==> src/common/dram_cfg_pkg.sv <==
package dram_cfg_pkg;

  // ----------------------------------------------------------------------
  // register byte offsets
  // ----------------------------------------------------------------------
  localparam logic [11:0] STATE_OFS = 12'h000;
  localparam logic [11:0] CFG_OFS = 12'h00c;
  localparam logic [11:0] REFP_OFS = 12'h010;
  localparam logic [11:0] CASL_OFS = 12'h014;
  localparam logic [11:0] DQSS_OFS = 12'h018;
  localparam logic [11:0] MRD_OFS = 12'h01c;
  localparam logic [11:0] RAS_OFS = 12'h020;
  localparam logic [11:0] RC_OFS = 12'h024;
  localparam logic [11:0] RCD_OFS = 12'h028;
  localparam logic [11:0] RFC_OFS = 12'h02c;
  localparam logic [11:0] RP_OFS = 12'h030;
  localparam logic [11:0] RRD_OFS = 12'h034;

  // ----------------------------------------------------------------------
  // values after reset
  // ----------------------------------------------------------------------
  localparam logic [31:0] CFG_RST = 32'h0001_0020;
  localparam logic [31:0] REFP_RST = 32'h0000_0a60;
  localparam logic [31:0] CASL_RST = 32'h0000_0006;
  localparam logic [31:0] DQSS_RST = 32'h0000_0001;
  localparam logic [31:0] MRD_RST = 32'h0000_0002;
  localparam logic [31:0] RAS_RST = 32'h0000_0007;
  localparam logic [31:0] RC_RST = 32'h0000_000b;
  localparam logic [31:0] RCD_RST = 32'h0000_001d;
  localparam logic [31:0] RFC_RST = 32'h0000_0212;
  localparam logic [31:0] RP_RST = 32'h0000_001d;
  localparam logic [31:0] RRD_RST = 32'h0000_0002;

  // ----------------------------------------------------------------------
  // configuration word fields and writable masks
  // ----------------------------------------------------------------------
  localparam int SELF_REFRESH_BIT = 31;
  localparam int FORCE_EN_BIT = 23;
  localparam int CLK_STOP_BIT = 14;
  localparam int PDOWN_EN_BIT = 13;
  localparam int AUTOCLOSE_SEL_BIT = 6;
  localparam int CAS_HALF_BIT = 0;
  localparam logic [31:0] CFG_BASE_MASK = 32'h007f_ffff;
  localparam logic [31:0] CFG_FORCE_MASK = 32'h7f80_0000;
  localparam logic [31:0] CFG_SELF_MASK = 32'h8000_0000;
  localparam logic [2:0] BURST_CODE_MAX = 3'h4;
  localparam logic [2:0] ROW_CODE_MAX = 3'h5;
  localparam logic [2:0] COL_CODE_MAX = 3'h4;
  localparam logic [2:0] PRIO_CODE_MAX = 3'h4;
  localparam logic [4:0] ROW_BASE = 5'h0b;
  localparam logic [3:0] COL_BASE = 4'h8;
  localparam logic [3:0] AUTOCLOSE_ADDR_LO = 4'h8;
  localparam logic [3:0] AUTOCLOSE_ADDR_HI = 4'ha;
  localparam int SCHED_OFFSET = 3;

  // ----------------------------------------------------------------------
  // controller state codes and memory types
  // ----------------------------------------------------------------------
  localparam logic [1:0] ST_CONFIG = 2'h0;
  localparam logic [1:0] ST_LOW_POWER = 2'h3;
  localparam logic [2:0] MEM_SDR = 3'h0;
  localparam logic [2:0] MEM_MOBILE_DDR = 3'h3;

  // ----------------------------------------------------------------------
  // carriers
  // ----------------------------------------------------------------------
  typedef struct packed {
    logic sel;
    logic enable;
    logic write;
    logic [11:0] addr;
    logic [31:0] wdata;
  } apb_req_t;

  typedef struct packed {
    logic act;
    logic pre;
    logic col;
    logic refresh;
    logic mode_set;
  } sched_cmd_t;

  typedef struct packed {
    logic act_same_ok;
    logic act_other_ok;
    logic pre_ok;
    logic col_ok;
    logic cmd_ok;
  } timing_ok_t;

  typedef struct packed {
    logic auto_self_refresh_en;
    logic [6:0] forced_close_timeout;
    logic forced_close_en;
    logic [4:0] burst_beats;
    logic [3:0] autoclose_bit_position;
    logic [4:0] row_width;
    logic [3:0] col_width;
    logic [2:0] cas_cycles;
    logic cas_half;
    logic [1:0] write_strobe_delay;
    logic [3:0] act_to_rdwr_sys_cycles;
    logic [5:0] refresh_sys_cycles;
    logic [3:0] pre_to_act_sys_cycles;
  } dram_cfg_t;

endpackage

==> src/verilog/dram_config_timing_regs.sv <==
`timescale 1ns/1ps
`default_nettype none
module dram_config_timing_regs #(
  parameter int CHIPS = 4,
  parameter bit HAS_SELF_REFRESH = 1'b1,
  parameter bit HAS_FORCED_CLOSE = 1'b1,
  parameter logic [2:0] MEM_TYPE = 3'h1
) (
  input wire logic mclk,
  input wire logic rst,
  input wire dram_cfg_pkg::apb_req_t apb_req,
  output logic [31:0] prdata,
  output logic pready,
  input wire logic [1:0] ctrl_state,
  input wire logic [7:0] read_id,
  input wire dram_cfg_pkg::sched_cmd_t cmd,
  input wire logic cmd_fifo_empty,
  input wire logic access_active,
  input wire logic [15:0] col_addr,
  input wire logic autoclose_req,
  output dram_cfg_pkg::dram_cfg_t cfg,
  output dram_cfg_pkg::timing_ok_t timing_ok,
  output logic [3:0] refresh_req,
  output logic [3:0] qos_prio,
  output logic [15:0] mem_addr,
  output logic cke,
  output logic mem_clk_en,
  output logic access_allowed
);
  import dram_cfg_pkg::*;

  // ----------------------------------------------------------------------
  // access gating
  // ----------------------------------------------------------------------
  logic allowed;
  logic wr_en;
  logic rd_setup;

  assign allowed = (ctrl_state == ST_CONFIG) || (ctrl_state == ST_LOW_POWER);
  assign access_allowed = allowed;
  assign pready = 1'b1;
  assign wr_en = apb_req.sel && apb_req.enable && apb_req.write && allowed;
  assign rd_setup = apb_req.sel && !apb_req.enable && !apb_req.write;

  // ----------------------------------------------------------------------
  // address decode
  // ----------------------------------------------------------------------
  logic hit_state;
  logic hit_cfg;
  logic hit_refp;
  logic hit_casl;
  logic hit_dqss;
  logic hit_mrd;
  logic hit_ras;
  logic hit_rc;
  logic hit_rcd;
  logic hit_rfc;
  logic hit_rp;
  logic hit_rrd;

  assign hit_state = (apb_req.addr == STATE_OFS);
  assign hit_cfg = (apb_req.addr == CFG_OFS);
  assign hit_refp = (apb_req.addr == REFP_OFS);
  assign hit_casl = (apb_req.addr == CASL_OFS);
  assign hit_dqss = (apb_req.addr == DQSS_OFS);
  assign hit_mrd = (apb_req.addr == MRD_OFS);
  assign hit_ras = (apb_req.addr == RAS_OFS);
  assign hit_rc = (apb_req.addr == RC_OFS);
  assign hit_rcd = (apb_req.addr == RCD_OFS);
  assign hit_rfc = (apb_req.addr == RFC_OFS);
  assign hit_rp = (apb_req.addr == RP_OFS);
  assign hit_rrd = (apb_req.addr == RRD_OFS);

  // ----------------------------------------------------------------------
  // stored registers
  // ----------------------------------------------------------------------
  logic [31:0] cfg_word_reg;
  logic [14:0] refresh_interval_reg;
  logic [3:0] column_access_latency_reg;
  logic [1:0] write_strobe_delay_reg;
  logic [6:0] mode_set_time_reg;
  logic [3:0] act_to_pre_min_reg;
  logic [3:0] act_to_act_same_bank_reg;
  logic [5:0] act_to_rdwr_min_reg;
  logic [9:0] refresh_cmd_time_reg;
  logic [5:0] pre_to_act_min_reg;
  logic [3:0] act_to_act_other_bank_reg;

  // unbuilt optional features keep no flops, so they read zero
  logic [31:0] cfg_mask;
  logic [31:0] cfg_word_next;
  logic half_allowed;
  logic [3:0] cas_next;

  assign cfg_mask = CFG_BASE_MASK | (HAS_FORCED_CLOSE ? CFG_FORCE_MASK : 32'h0)
                    | (HAS_SELF_REFRESH ? CFG_SELF_MASK : 32'h0);
  assign cfg_word_next = apb_req.wdata & cfg_mask;
  assign half_allowed = (MEM_TYPE != MEM_SDR) && (MEM_TYPE != MEM_MOBILE_DDR);
  assign cas_next = {apb_req.wdata[3:1], apb_req.wdata[CAS_HALF_BIT] & half_allowed};

  always_ff @(posedge mclk or posedge rst)
  begin
    if (rst)
    begin
      cfg_word_reg <= CFG_RST & (CFG_BASE_MASK | (HAS_FORCED_CLOSE ? CFG_FORCE_MASK : 32'h0)
                      | (HAS_SELF_REFRESH ? CFG_SELF_MASK : 32'h0));
      refresh_interval_reg <= REFP_RST[14:0];
      column_access_latency_reg <= CASL_RST[3:0];
      write_strobe_delay_reg <= DQSS_RST[1:0];
      mode_set_time_reg <= MRD_RST[6:0];
      act_to_pre_min_reg <= RAS_RST[3:0];
      act_to_act_same_bank_reg <= RC_RST[3:0];
      act_to_rdwr_min_reg <= RCD_RST[5:0];
      refresh_cmd_time_reg <= RFC_RST[9:0];
      pre_to_act_min_reg <= RP_RST[5:0];
      act_to_act_other_bank_reg <= RRD_RST[3:0];
    end
    else if (wr_en)
    begin
      // upper bits are never stored, so they read back as zero
      if (hit_cfg)
        cfg_word_reg <= cfg_word_next;
      if (hit_refp)
        refresh_interval_reg <= apb_req.wdata[14:0];
      if (hit_casl)
        column_access_latency_reg <= cas_next;
      if (hit_dqss)
        write_strobe_delay_reg <= apb_req.wdata[1:0];
      if (hit_mrd)
        mode_set_time_reg <= apb_req.wdata[6:0];
      if (hit_ras)
        act_to_pre_min_reg <= apb_req.wdata[3:0];
      if (hit_rc)
        act_to_act_same_bank_reg <= apb_req.wdata[3:0];
      if (hit_rcd)
        act_to_rdwr_min_reg <= apb_req.wdata[5:0];
      if (hit_rfc)
        refresh_cmd_time_reg <= apb_req.wdata[9:0];
      if (hit_rp)
        pre_to_act_min_reg <= apb_req.wdata[5:0];
      if (hit_rrd)
        act_to_act_other_bank_reg <= apb_req.wdata[3:0];
    end
  end

  // ----------------------------------------------------------------------
  // read path
  // ----------------------------------------------------------------------
  logic [31:0] rd_word;
  logic [31:0] rd_gated;
  logic [31:0] prdata_reg;

  assign rd_word = ({32{hit_cfg}} & cfg_word_reg)
                   | ({32{hit_refp}} & {17'h0, refresh_interval_reg})
                   | ({32{hit_casl}} & {28'h0, column_access_latency_reg})
                   | ({32{hit_dqss}} & {30'h0, write_strobe_delay_reg})
                   | ({32{hit_mrd}} & {25'h0, mode_set_time_reg})
                   | ({32{hit_ras}} & {28'h0, act_to_pre_min_reg})
                   | ({32{hit_rc}} & {28'h0, act_to_act_same_bank_reg})
                   | ({32{hit_rcd}} & {26'h0, act_to_rdwr_min_reg})
                   | ({32{hit_rfc}} & {22'h0, refresh_cmd_time_reg})
                   | ({32{hit_rp}} & {26'h0, pre_to_act_min_reg})
                   | ({32{hit_rrd}} & {28'h0, act_to_act_other_bank_reg});
  // the state word stays readable so software can see when access opens
  assign rd_gated = (allowed ? rd_word : 32'h0)
                    | ({32{hit_state}} & {30'h0, ctrl_state});
  assign prdata = prdata_reg;

  always_ff @(posedge mclk or posedge rst)
  begin
    if (rst)
      prdata_reg <= 32'h0;
    else if (rd_setup)
      prdata_reg <= rd_gated;
  end

  // ----------------------------------------------------------------------
  // decoded configuration for the scheduler
  // ----------------------------------------------------------------------
  logic [2:0] burst_code;
  logic [2:0] row_code;
  logic [2:0] col_code;

  assign burst_code = cfg_word_reg[17:15] > BURST_CODE_MAX ? BURST_CODE_MAX : cfg_word_reg[17:15];
  assign row_code = (cfg_word_reg[5:3] > ROW_CODE_MAX) ? ROW_CODE_MAX : cfg_word_reg[5:3];
  assign col_code = (cfg_word_reg[2:0] > COL_CODE_MAX) ? COL_CODE_MAX : cfg_word_reg[2:0];

  assign cfg.auto_self_refresh_en = cfg_word_reg[SELF_REFRESH_BIT];
  assign cfg.forced_close_timeout = cfg_word_reg[30:24];
  assign cfg.forced_close_en = cfg_word_reg[FORCE_EN_BIT];
  assign cfg.burst_beats = 5'(5'h01 << burst_code);
  assign cfg.autoclose_bit_position = cfg_word_reg[AUTOCLOSE_SEL_BIT] ? AUTOCLOSE_ADDR_LO
                                      : AUTOCLOSE_ADDR_HI;
  assign cfg.row_width = ROW_BASE + {2'h0, row_code};
  assign cfg.col_width = COL_BASE + {1'h0, col_code};
  assign cfg.cas_cycles = column_access_latency_reg[3:1];
  assign cfg.cas_half = column_access_latency_reg[CAS_HALF_BIT];
  assign cfg.write_strobe_delay = write_strobe_delay_reg;
  assign cfg.act_to_rdwr_sys_cycles = 4'(act_to_rdwr_min_reg[5:3]) + 4'(SCHED_OFFSET);
  assign cfg.refresh_sys_cycles = {1'h0, refresh_cmd_time_reg[9:5]} + 6'(SCHED_OFFSET);
  assign cfg.pre_to_act_sys_cycles = {1'h0, pre_to_act_min_reg[5:3]} + 4'(SCHED_OFFSET);

  // ----------------------------------------------------------------------
  // refresh chip selection and pacing
  // ----------------------------------------------------------------------
  localparam logic [1:0] CHIP_LIMIT = 2'(CHIPS - 1);
  logic [1:0] chip_field;
  logic [1:0] chip_top;
  logic [3:0] chip_mask;
  logic refresh_enable;

  assign chip_field = cfg_word_reg[22:21];
  assign chip_top = (chip_field > CHIP_LIMIT) ? CHIP_LIMIT : chip_field;

  genvar gi;
  generate
    for (gi = 0; gi < 4; gi++)
    begin : g_chip
      assign chip_mask[gi] = (2'(gi) <= chip_top);
    end
  endgenerate

  // no refreshes while the controller sits in Config
  assign refresh_enable = (ctrl_state != ST_CONFIG);

  refresh_pacer #(.W(15)) u_refresh (
    .mclk(mclk),
    .rst(rst),
    .enable(refresh_enable),
    .period(refresh_interval_reg),
    .chip_mask(chip_mask),
    .refresh_req(refresh_req)
  );

  // ----------------------------------------------------------------------
  // command gap timers
  // ----------------------------------------------------------------------
  logic ras_done;
  logic rc_done;
  logic rrd_done;
  logic rcd_done;
  logic rfc_done;
  logic rp_done;
  logic mrd_done;
  logic common_ok;

  gap_timer #(.W(4)) u_ras (.mclk(mclk), .rst(rst), .start(cmd.act),
    .gap(act_to_pre_min_reg), .done(ras_done));
  gap_timer #(.W(4)) u_rc (.mclk(mclk), .rst(rst), .start(cmd.act),
    .gap(act_to_act_same_bank_reg), .done(rc_done));
  gap_timer #(.W(4)) u_rrd (.mclk(mclk), .rst(rst), .start(cmd.act),
    .gap(act_to_act_other_bank_reg), .done(rrd_done));
  gap_timer #(.W(3)) u_rcd (.mclk(mclk), .rst(rst), .start(cmd.act),
    .gap(act_to_rdwr_min_reg[2:0]), .done(rcd_done));
  gap_timer #(.W(5)) u_rfc (.mclk(mclk), .rst(rst), .start(cmd.refresh),
    .gap(refresh_cmd_time_reg[4:0]), .done(rfc_done));
  gap_timer #(.W(3)) u_rp (.mclk(mclk), .rst(rst), .start(cmd.pre),
    .gap(pre_to_act_min_reg[2:0]), .done(rp_done));
  gap_timer #(.W(7)) u_mrd (.mclk(mclk), .rst(rst), .start(cmd.mode_set),
    .gap(mode_set_time_reg), .done(mrd_done));

  // one tracked bank: the same-bank gap applies to the last bank opened
  assign common_ok = rfc_done && mrd_done;
  assign timing_ok.act_same_ok = rc_done && rp_done && common_ok;
  assign timing_ok.act_other_ok = rrd_done && rp_done && common_ok;
  assign timing_ok.pre_ok = ras_done && common_ok;
  assign timing_ok.col_ok = rcd_done && common_ok;
  assign timing_ok.cmd_ok = common_ok;

  // ----------------------------------------------------------------------
  // read priority, autoclose address, clock stop and power-down
  // ----------------------------------------------------------------------
  logic [2:0] prio_code;
  logic [7:0] id_shifted;
  logic [3:0] qos_prio_reg;
  logic [15:0] autoclose_flag;
  logic [15:0] mem_addr_reg;
  logic mem_clk_en_reg;
  logic [5:0] idle_reg;
  logic [5:0] idle_next;
  logic idle_reached;
  logic cke_reg;

  assign prio_code = (cfg_word_reg[20:18] > PRIO_CODE_MAX) ? PRIO_CODE_MAX : cfg_word_reg[20:18];
  assign id_shifted = read_id >> prio_code;
  assign autoclose_flag = 16'(autoclose_req) << cfg.autoclose_bit_position;
  assign idle_reached = (idle_reg == cfg_word_reg[12:7]);
  assign idle_next = (!cfg_word_reg[PDOWN_EN_BIT] || !cmd_fifo_empty) ? 6'h0
                     : (idle_reached ? idle_reg : idle_reg + 6'h1);
  assign qos_prio = qos_prio_reg;
  assign mem_addr = mem_addr_reg;
  assign mem_clk_en = mem_clk_en_reg;
  assign cke = cke_reg;

  always_ff @(posedge mclk or posedge rst)
  begin
    if (rst)
    begin
      qos_prio_reg <= 4'h0;
      mem_addr_reg <= 16'h0;
      mem_clk_en_reg <= 1'b1;
      idle_reg <= 6'h0;
      cke_reg <= 1'b1;
    end
    else
    begin
      qos_prio_reg <= id_shifted[3:0];
      mem_addr_reg <= col_addr | autoclose_flag;
      mem_clk_en_reg <= !(cfg_word_reg[CLK_STOP_BIT] && !access_active);
      idle_reg <= idle_next;
      // cke returns as soon as work arrives or the feature is turned off
      cke_reg <= !(cfg_word_reg[PDOWN_EN_BIT] && cmd_fifo_empty && idle_reached);
    end
  end
endmodule // dram_config_timing_regs
`default_nettype wire

==> src/verilog/gap_timer.sv <==
`timescale 1ns/1ps
`default_nettype none
module gap_timer #(
  parameter int W = 4
) (
  input wire logic mclk,
  input wire logic rst,
  input wire logic start,
  input wire logic [W-1:0] gap,
  output logic done
);
  logic [W-1:0] count_reg;
  logic [W-1:0] count_next;

  // a new start reloads even while a previous gap is still running
  assign count_next = start ? gap : ((count_reg != '0) ? count_reg - 1'b1 : count_reg);
  assign done = (count_reg == '0);

  always_ff @(posedge mclk or posedge rst)
  begin
    if (rst)
      count_reg <= '0;
    else
      count_reg <= count_next;
  end
endmodule // gap_timer
`default_nettype wire

==> src/verilog/refresh_pacer.sv <==
`timescale 1ns/1ps
`default_nettype none
module refresh_pacer #(
  parameter int W = 15
) (
  input wire logic mclk,
  input wire logic rst,
  input wire logic enable,
  input wire logic [W-1:0] period,
  input wire logic [3:0] chip_mask,
  output logic [3:0] refresh_req
);
  logic [W-1:0] count_reg;
  logic [W-1:0] count_next;
  logic [W-1:0] reload;
  logic [3:0] req_reg;
  logic [3:0] req_next;
  logic expired;

  assign expired = enable && (count_reg == '0);
  // reload one short so that a nonzero period of p gives exactly p cycles between requests; a period of 0 gives a request every cycle
  assign reload = (period == '0) ? '0 : period - 1'b1;
  assign count_next = (!enable || expired) ? reload : count_reg - 1'b1;
  assign req_next = expired ? chip_mask : 4'h0;
  assign refresh_req = req_reg;

  always_ff @(posedge mclk or posedge rst)
  begin
    if (rst)
    begin
      count_reg <= '0;
      req_reg <= 4'h0;
    end
    else
    begin
      count_reg <= count_next;
      req_reg <= req_next;
    end
  end
endmodule // refresh_pacer
`default_nettype wire

==> config.mk <==
export PLATFORM = sky130hd
export DESIGN_NAME = dram_config_timing_regs
export DESIGN_NICKNAME = d
export VERILOG_FILES = /design/src/common/dram_cfg_pkg.sv /design/src/verilog/dram_config_timing_regs.sv /design/src/verilog/gap_timer.sv /design/src/verilog/refresh_pacer.sv
export SDC_FILE = /design/constraint.sdc
export NUM_CORES = 1
export LEC_CHECK = 0
export BUFFER_PORTS_ARGS = -buffer_cell sky130_fd_sc_hd__buf_2
export CELL_PAD_IN_SITES_DETAIL_PLACEMENT = 1
export CELL_PAD_IN_SITES_GLOBAL_PLACEMENT = 2
export CORE_ASPECT_RATIO = 1.25
export CORE_MARGIN = 3
export CORE_UTILIZATION = 37
export CTS_CLUSTER_DIAMETER = 100
export DETAILED_ROUTE_END_ITERATION = 7
export GPL_TIMING_DRIVEN = 0
export PLACE_DENSITY = 0.77
export SLEW_MARGIN = 20
export SYNTH_ARGS = -nofsm -noshare
export SYNTH_HDL_FRONTEND = slang
export SYNTH_HIERARCHICAL = 1
export SYNTH_SLANG_ARGS = --single-unit
==> constraint.sdc <==
create_clock -name mclk -period 7.52 [get_ports mclk]
set_clock_uncertainty 0.05 [all_clocks]
set_input_delay 1.88 -clock mclk [delete_from_list [all_inputs] [get_ports mclk]]
set_output_delay 1.88 -clock mclk [all_outputs]
set_load 0.02 [all_outputs]
* After elaboration in Yosys (flattened, before gate mapping)
Index checks and enable logic that the tools add are counted.
Operators by class: add/sub/neg operators 15, order comparisons 9, equality and inequality tests 14, shifts and indexed selects 3, muxes and demuxes 26, bitwise logic cells 24, reductions and logical operators 64
Operator list (count):
- OR 32 bit | 11
- bitwise AND 32 x 4 -> 32 bit | 4
- == test 12 x 6 -> 1 bit, second input constant | 6
- bitwise AND 32 x 2 -> 32 bit | 2
- bitwise AND 32 x 6 -> 32 bit | 2
- == test 12 x 5 -> 1 bit, second input constant | 4
- bitwise AND 32 x 10 -> 32 bit | 1
- bitwise AND 32 x 15 -> 32 bit | 1
- bitwise AND 32 bit | 1
- bitwise AND 32 x 7 -> 32 bit | 1
- two-way mux 32 bit | 1
- zero test 15 bit | 2
- two-way mux 15 bit | 2
- subtractor 15 x 1 -> 15 bit, second input constant | 2
- two-way mux 4 bit | 7
- two-way mux 3 bit | 8
- AND reduction 2 bit | 11
- logical AND 1 bit | 16
- OR 16 bit | 1
- nonzero test 2 bit | 8
- << shifter 1 x 4 -> 16 bit | 1
- two-way mux 7 bit | 2
- == test 12 x 4 -> 1 bit, second input constant | 1
- > comparator 3 bit, second input constant | 4
- 32 further kinds | 56
Word-level totals: register bits after elaboration 203, input bits 83, word-level logic and storage cells 181

* Longest topological paths before layout
depth after elaboration 14, mapped depth 9, depth with buffers taken out 7

* By module
The synthesis kept the hierarchy.
Modules (own cells, without submodules):
- dram_config_timing_regs | times used 1, cells each 564, area each 7145.6 um^2, seq. area each 3891.2 um^2
- refresh_pacer | times used 1, cells each 119, area each 1184.9 um^2, seq. area each 475.5 um^2
- gap_timer at u_ras ... | times used 3, cells each 22, area each 236.5 um^2, seq. area each 100.1 um^2
- gap_timer at u_mrd | times used 1, cells each 49, area each 457.9 um^2, seq. area each 175.2 um^2
- gap_timer at u_rcd ... | times used 2, cells each 22, area each 205.2 um^2, seq. area each 75.1 um^2
- gap_timer at u_rfc | times used 1, cells each 28, area each 282.8 um^2, seq. area each 125.1 um^2

* Worst setup path before layout
Ideal clock, no wire load.
path kind input port to output port, start in ctrl_state[0], end out access_allowed, arrival 2.379 ns, path slack 3.211 ns, cell stages on the path 3, buffers on the path 0, cell sequence inv_1 > ha_1 > inv_1
On the way: longest elaborated chain between the ends 2
Ends and longest elaborated chain:
- from (decl) | RTL line dram_config_timing_regs.sv:14 | input wire logic [1:0] ctrl_state,
- == test 2 bit or zero test 2 bit (tied branches) | RTL line dram_config_timing_regs.sv:39 | assign allowed = (ctrl_state == ST_CONFIG) || (ctrl_state == ST_LOW_POWER);
- logical OR 1 bit (*) | RTL line dram_config_timing_regs.sv:39
- to (decl) | RTL line dram_config_timing_regs.sv:28 | output logic access_allowed
Mark *: on every way between the ends. The rest lies on a longest branch, timed or not.

* Final worst setup path
Ends and elaborated chain as after synthesis.

==> impl_results.md <==
* Post-Syn Area per Cell at 11.7 um2
* Crit end category: primary output
* Initial cell density of the core at 0.378
* Die area at 29,600 um2
* CP Buf/Inv Count at 4
* Postcts setup bufs at 0
* Gate Count Post-Synth at 870
* Post-route insts no fill at 1,443
* Vias per cell at 5.27
* Peak VDD IR at 0.187 mV
* Vias in the first global route at 8,279
* Total leakage power at 6.06 nW
* Mapped Area at 10,200 um2
* Critical path's largest stage delay at 0.34 ns
* Setup slack, reg-to-reg at 5.06 ns
* Total Nets Final at 1,185
* Slew HR at 0.279
* Row cnt at 67
* Core area at 27,000 um2
* Routed WL per cell at 20.8 um
* Chip Height at 192 um
* I/O pin total at 195
* Placed Instances at 1,402
* Setup TNS Final at 0 ns
* Combinational power share at 0.210
* DRT iter0 DRCs at 269
* Max stage delay cell, worst path: ha_1
* Largest net degree at the start of global routing at 80
* # DRC at 0
* Router iterations before antenna repair at 5
* Post-cts sizing count at 0
* Sw power at 0.899 mW
* Reg power frac at 0.403
* Sink Count at 203
* Startpoint types: input port
* Die width at 154 um
* Slew @ Worst Pin at 1.07 ns
* Clk Latency, worst-skew pair at 0.51 ns
* Final ANT Viol Nets at 0
* Sequential share of the synthesized area at 0.502
* Worst Path Arrival at 2.73 ns
* Yosys warnings at 6
* Initial antenna violation count at 2
* Gr usage total at 0.202
* Final antenna diode count at 0
* #FFs+latches synth at 203
* Area growth syn-to-layout at 21.8%
* Required time worst endpoint at 5.59 ns
* Final Wtd Congestion at 0.849
* Post-synth EDFFs at 0
* Family with the most delay on the worst path: buffers and inverters
* Top-area cell type share of the netlist area at 0.425
* CTS tree: built
* Hold WC Path Type: flip-flop to flip-flop
* Clock power frac at 0.387
* Post-synth cell types at 83
* Multi-input gate area at 4570 um2
* Cell Int Power at 2.26 mW
* CP Max Fanout at 3
* First-pass GRT wire length at 47.3 mm
* Setup violators final at 0
* Reg area at 5120 um2
* Worst-case clock buffer depth at 3
* Final worst path period share at 0.620
* Hold buffers post-CTS at 0
* Cell breakdown of the critical path: buf_2 > inv_1 > ha_1 > inv_1 > buf_2
* Layout cells sized above 1 at 0.362
* Largest cells by area after synthesis: dfrtp_1 (42%), dfstp_2 (7.7%), mux2_2 (7.4%)
* Power per cell area at 254 nW/um2
* Switching Share at 0.285
* Final max-slew violation count at 0
* CTS Buf Count at 23
* Port buffer count at 182
* HPWL after detailed placement at 22.3 mm
* Outcome: finished clean
* Total grt overflow at 0
* Final WL at 30.0 mm
* Number of fill cells at 3,007
* Layout Utilization at 0.460
* Setup CP Type: input port to primary output
* Final Critical Period at 4.66 ns
* CTS H-tree depth at 1
* RSZ-0062 raised after global routing: false
* Power, Total at 3.16 mW
* Clk root buf: clkbuf_16
* Via count at 7,606
* Clk pin slew, worst setup/hold paths at 0.06 ns
* Final hold viol count at 0
* Yosys top cell by area: dfrtp_1
* Top_reg_cell synth: dfrtp_1
* Max Clk Rate at 0.215 GHz
* Asr flop ratio synth at 1.00
* Max_cap viols at 0
area by class of cell:
cell class | instances | share of cell area
Sequential cell | 203 | 0.412
Multi-Input combinational cell | 562 | 0.368
Timing Repair Buffer | 183 | 0.0756
Clock buffer | 34 | 0.0553
Tap cell | 345 | 0.0348
Buffer | 53 | 0.0252
Inverter | 56 | 0.0175
Clock inverter | 7 | 0.0114
power groups by stage:
stage / clock [mW] / combinational, mW / sequential (mW)
after floorplan: 0 / 0.494 / 1.28
after global placement: 0 / 0.651 / 1.29
after detailed placement: 0 / 0.669 / 1.29
after CTS: 1.25 / 0.677 / 1.27
after global routing: 1.31 / 0.738 / 1.29
final: 1.22 / 0.663 / 1.27
cell usage after synthesis, types with 16 or more instances:
library cell,n
a22oi_1,16
o21ai_0,33
ha_1,20
nand2_1,51
buf_4,18
dfrtp_1,173
dfstp_2,30
xnor2_1,38
clkbuf_1,17
a22o_1,21
mux2_2,67
nor3_1,20
mux2_1,32
inv_1,56
nor2_1,26
cells by family after synthesis:
group | Yosys count | synth area share
other cells | 2 | 0.000737
flops | 203 | 0.502
mux | 120 | 0.135
compound gates | 144 | 0.100
fa+ha+maj | 20 | 0.0246
xor+xnor | 48 | 0.0413
simple gates | 224 | 0.144
buf+inv | 109 | 0.0513
cells in the final DEF, fill, tap and decap left out, types with 6 or more instances in the layout:
master and count:
nor4_1 6, o21ai_0 33, o22ai_1 13, o31ai_1 9
inv_1 55, clkbuf_16 23, dfstp_2 30, clkbuf_1 21
nand3_1 12, nor3_1 20, and3_1 10, buf_2 195
ha_1 20, a22oi_1 16, mux2_1 32, nand2_1 51
nor3b_1 9, mux2i_1 13, nor2b_1 12, mux2_4 6
a21oi_1 12, xor2_1 10, mux2_2 67, nand3b_1 6
buf_4 18, and2_1 7, nand4_1 8, xnor2_1 38
nor2_1 26, dfrtp_1 173, conb_1 6, a22o_1 21
clkbuf_8 7, nor4b_1 6
layer usage:
layer / GRT usage / share of wire / up-vias
met3: 0.0482 / 0.065 / 42
met4: 0.0445 / 0.019 / 4
met1: 0.251 / 0.41 / 3837
li1: - / - / 3533
met5: 0 / 0.00090 / -
met2: 0.357 / 0.50 / 190
metrics by stage:
stage / setup WS [ns] / instance area [um2] / hold WS [ns]
finish: 2.86 / 12400 / 0.396
global route: 2.80 / 12400 / 0.437
detailed placement: 2.85 / 11600 / 0.389
global placement: -0.628 / 11500 / 0.381
CTS: 2.85 / 12400 / 0.398
floorplan: 1.49 / 10200 / 0.347
path summary, 6_finish.rpt:
path | from | endpoint | cells after the start
worst max-delay path | ctrl_state[0] | access_allowed | 5
worst min-delay path | cfg_word_reg[14] | mem_clk_en | 1
worst max register to register | refresh_interval_reg[0] | u_refresh/count_reg[7] | 8
worst min register to register | cfg_word_reg[14] | mem_clk_en | 1
max in group asynchronous | rst | refresh_cmd_time_reg[9] | 3
min in group asynchronous | rst | u_rp/count_reg[0] | 2
No activity file was read; power rests on OpenSTA's default activity.
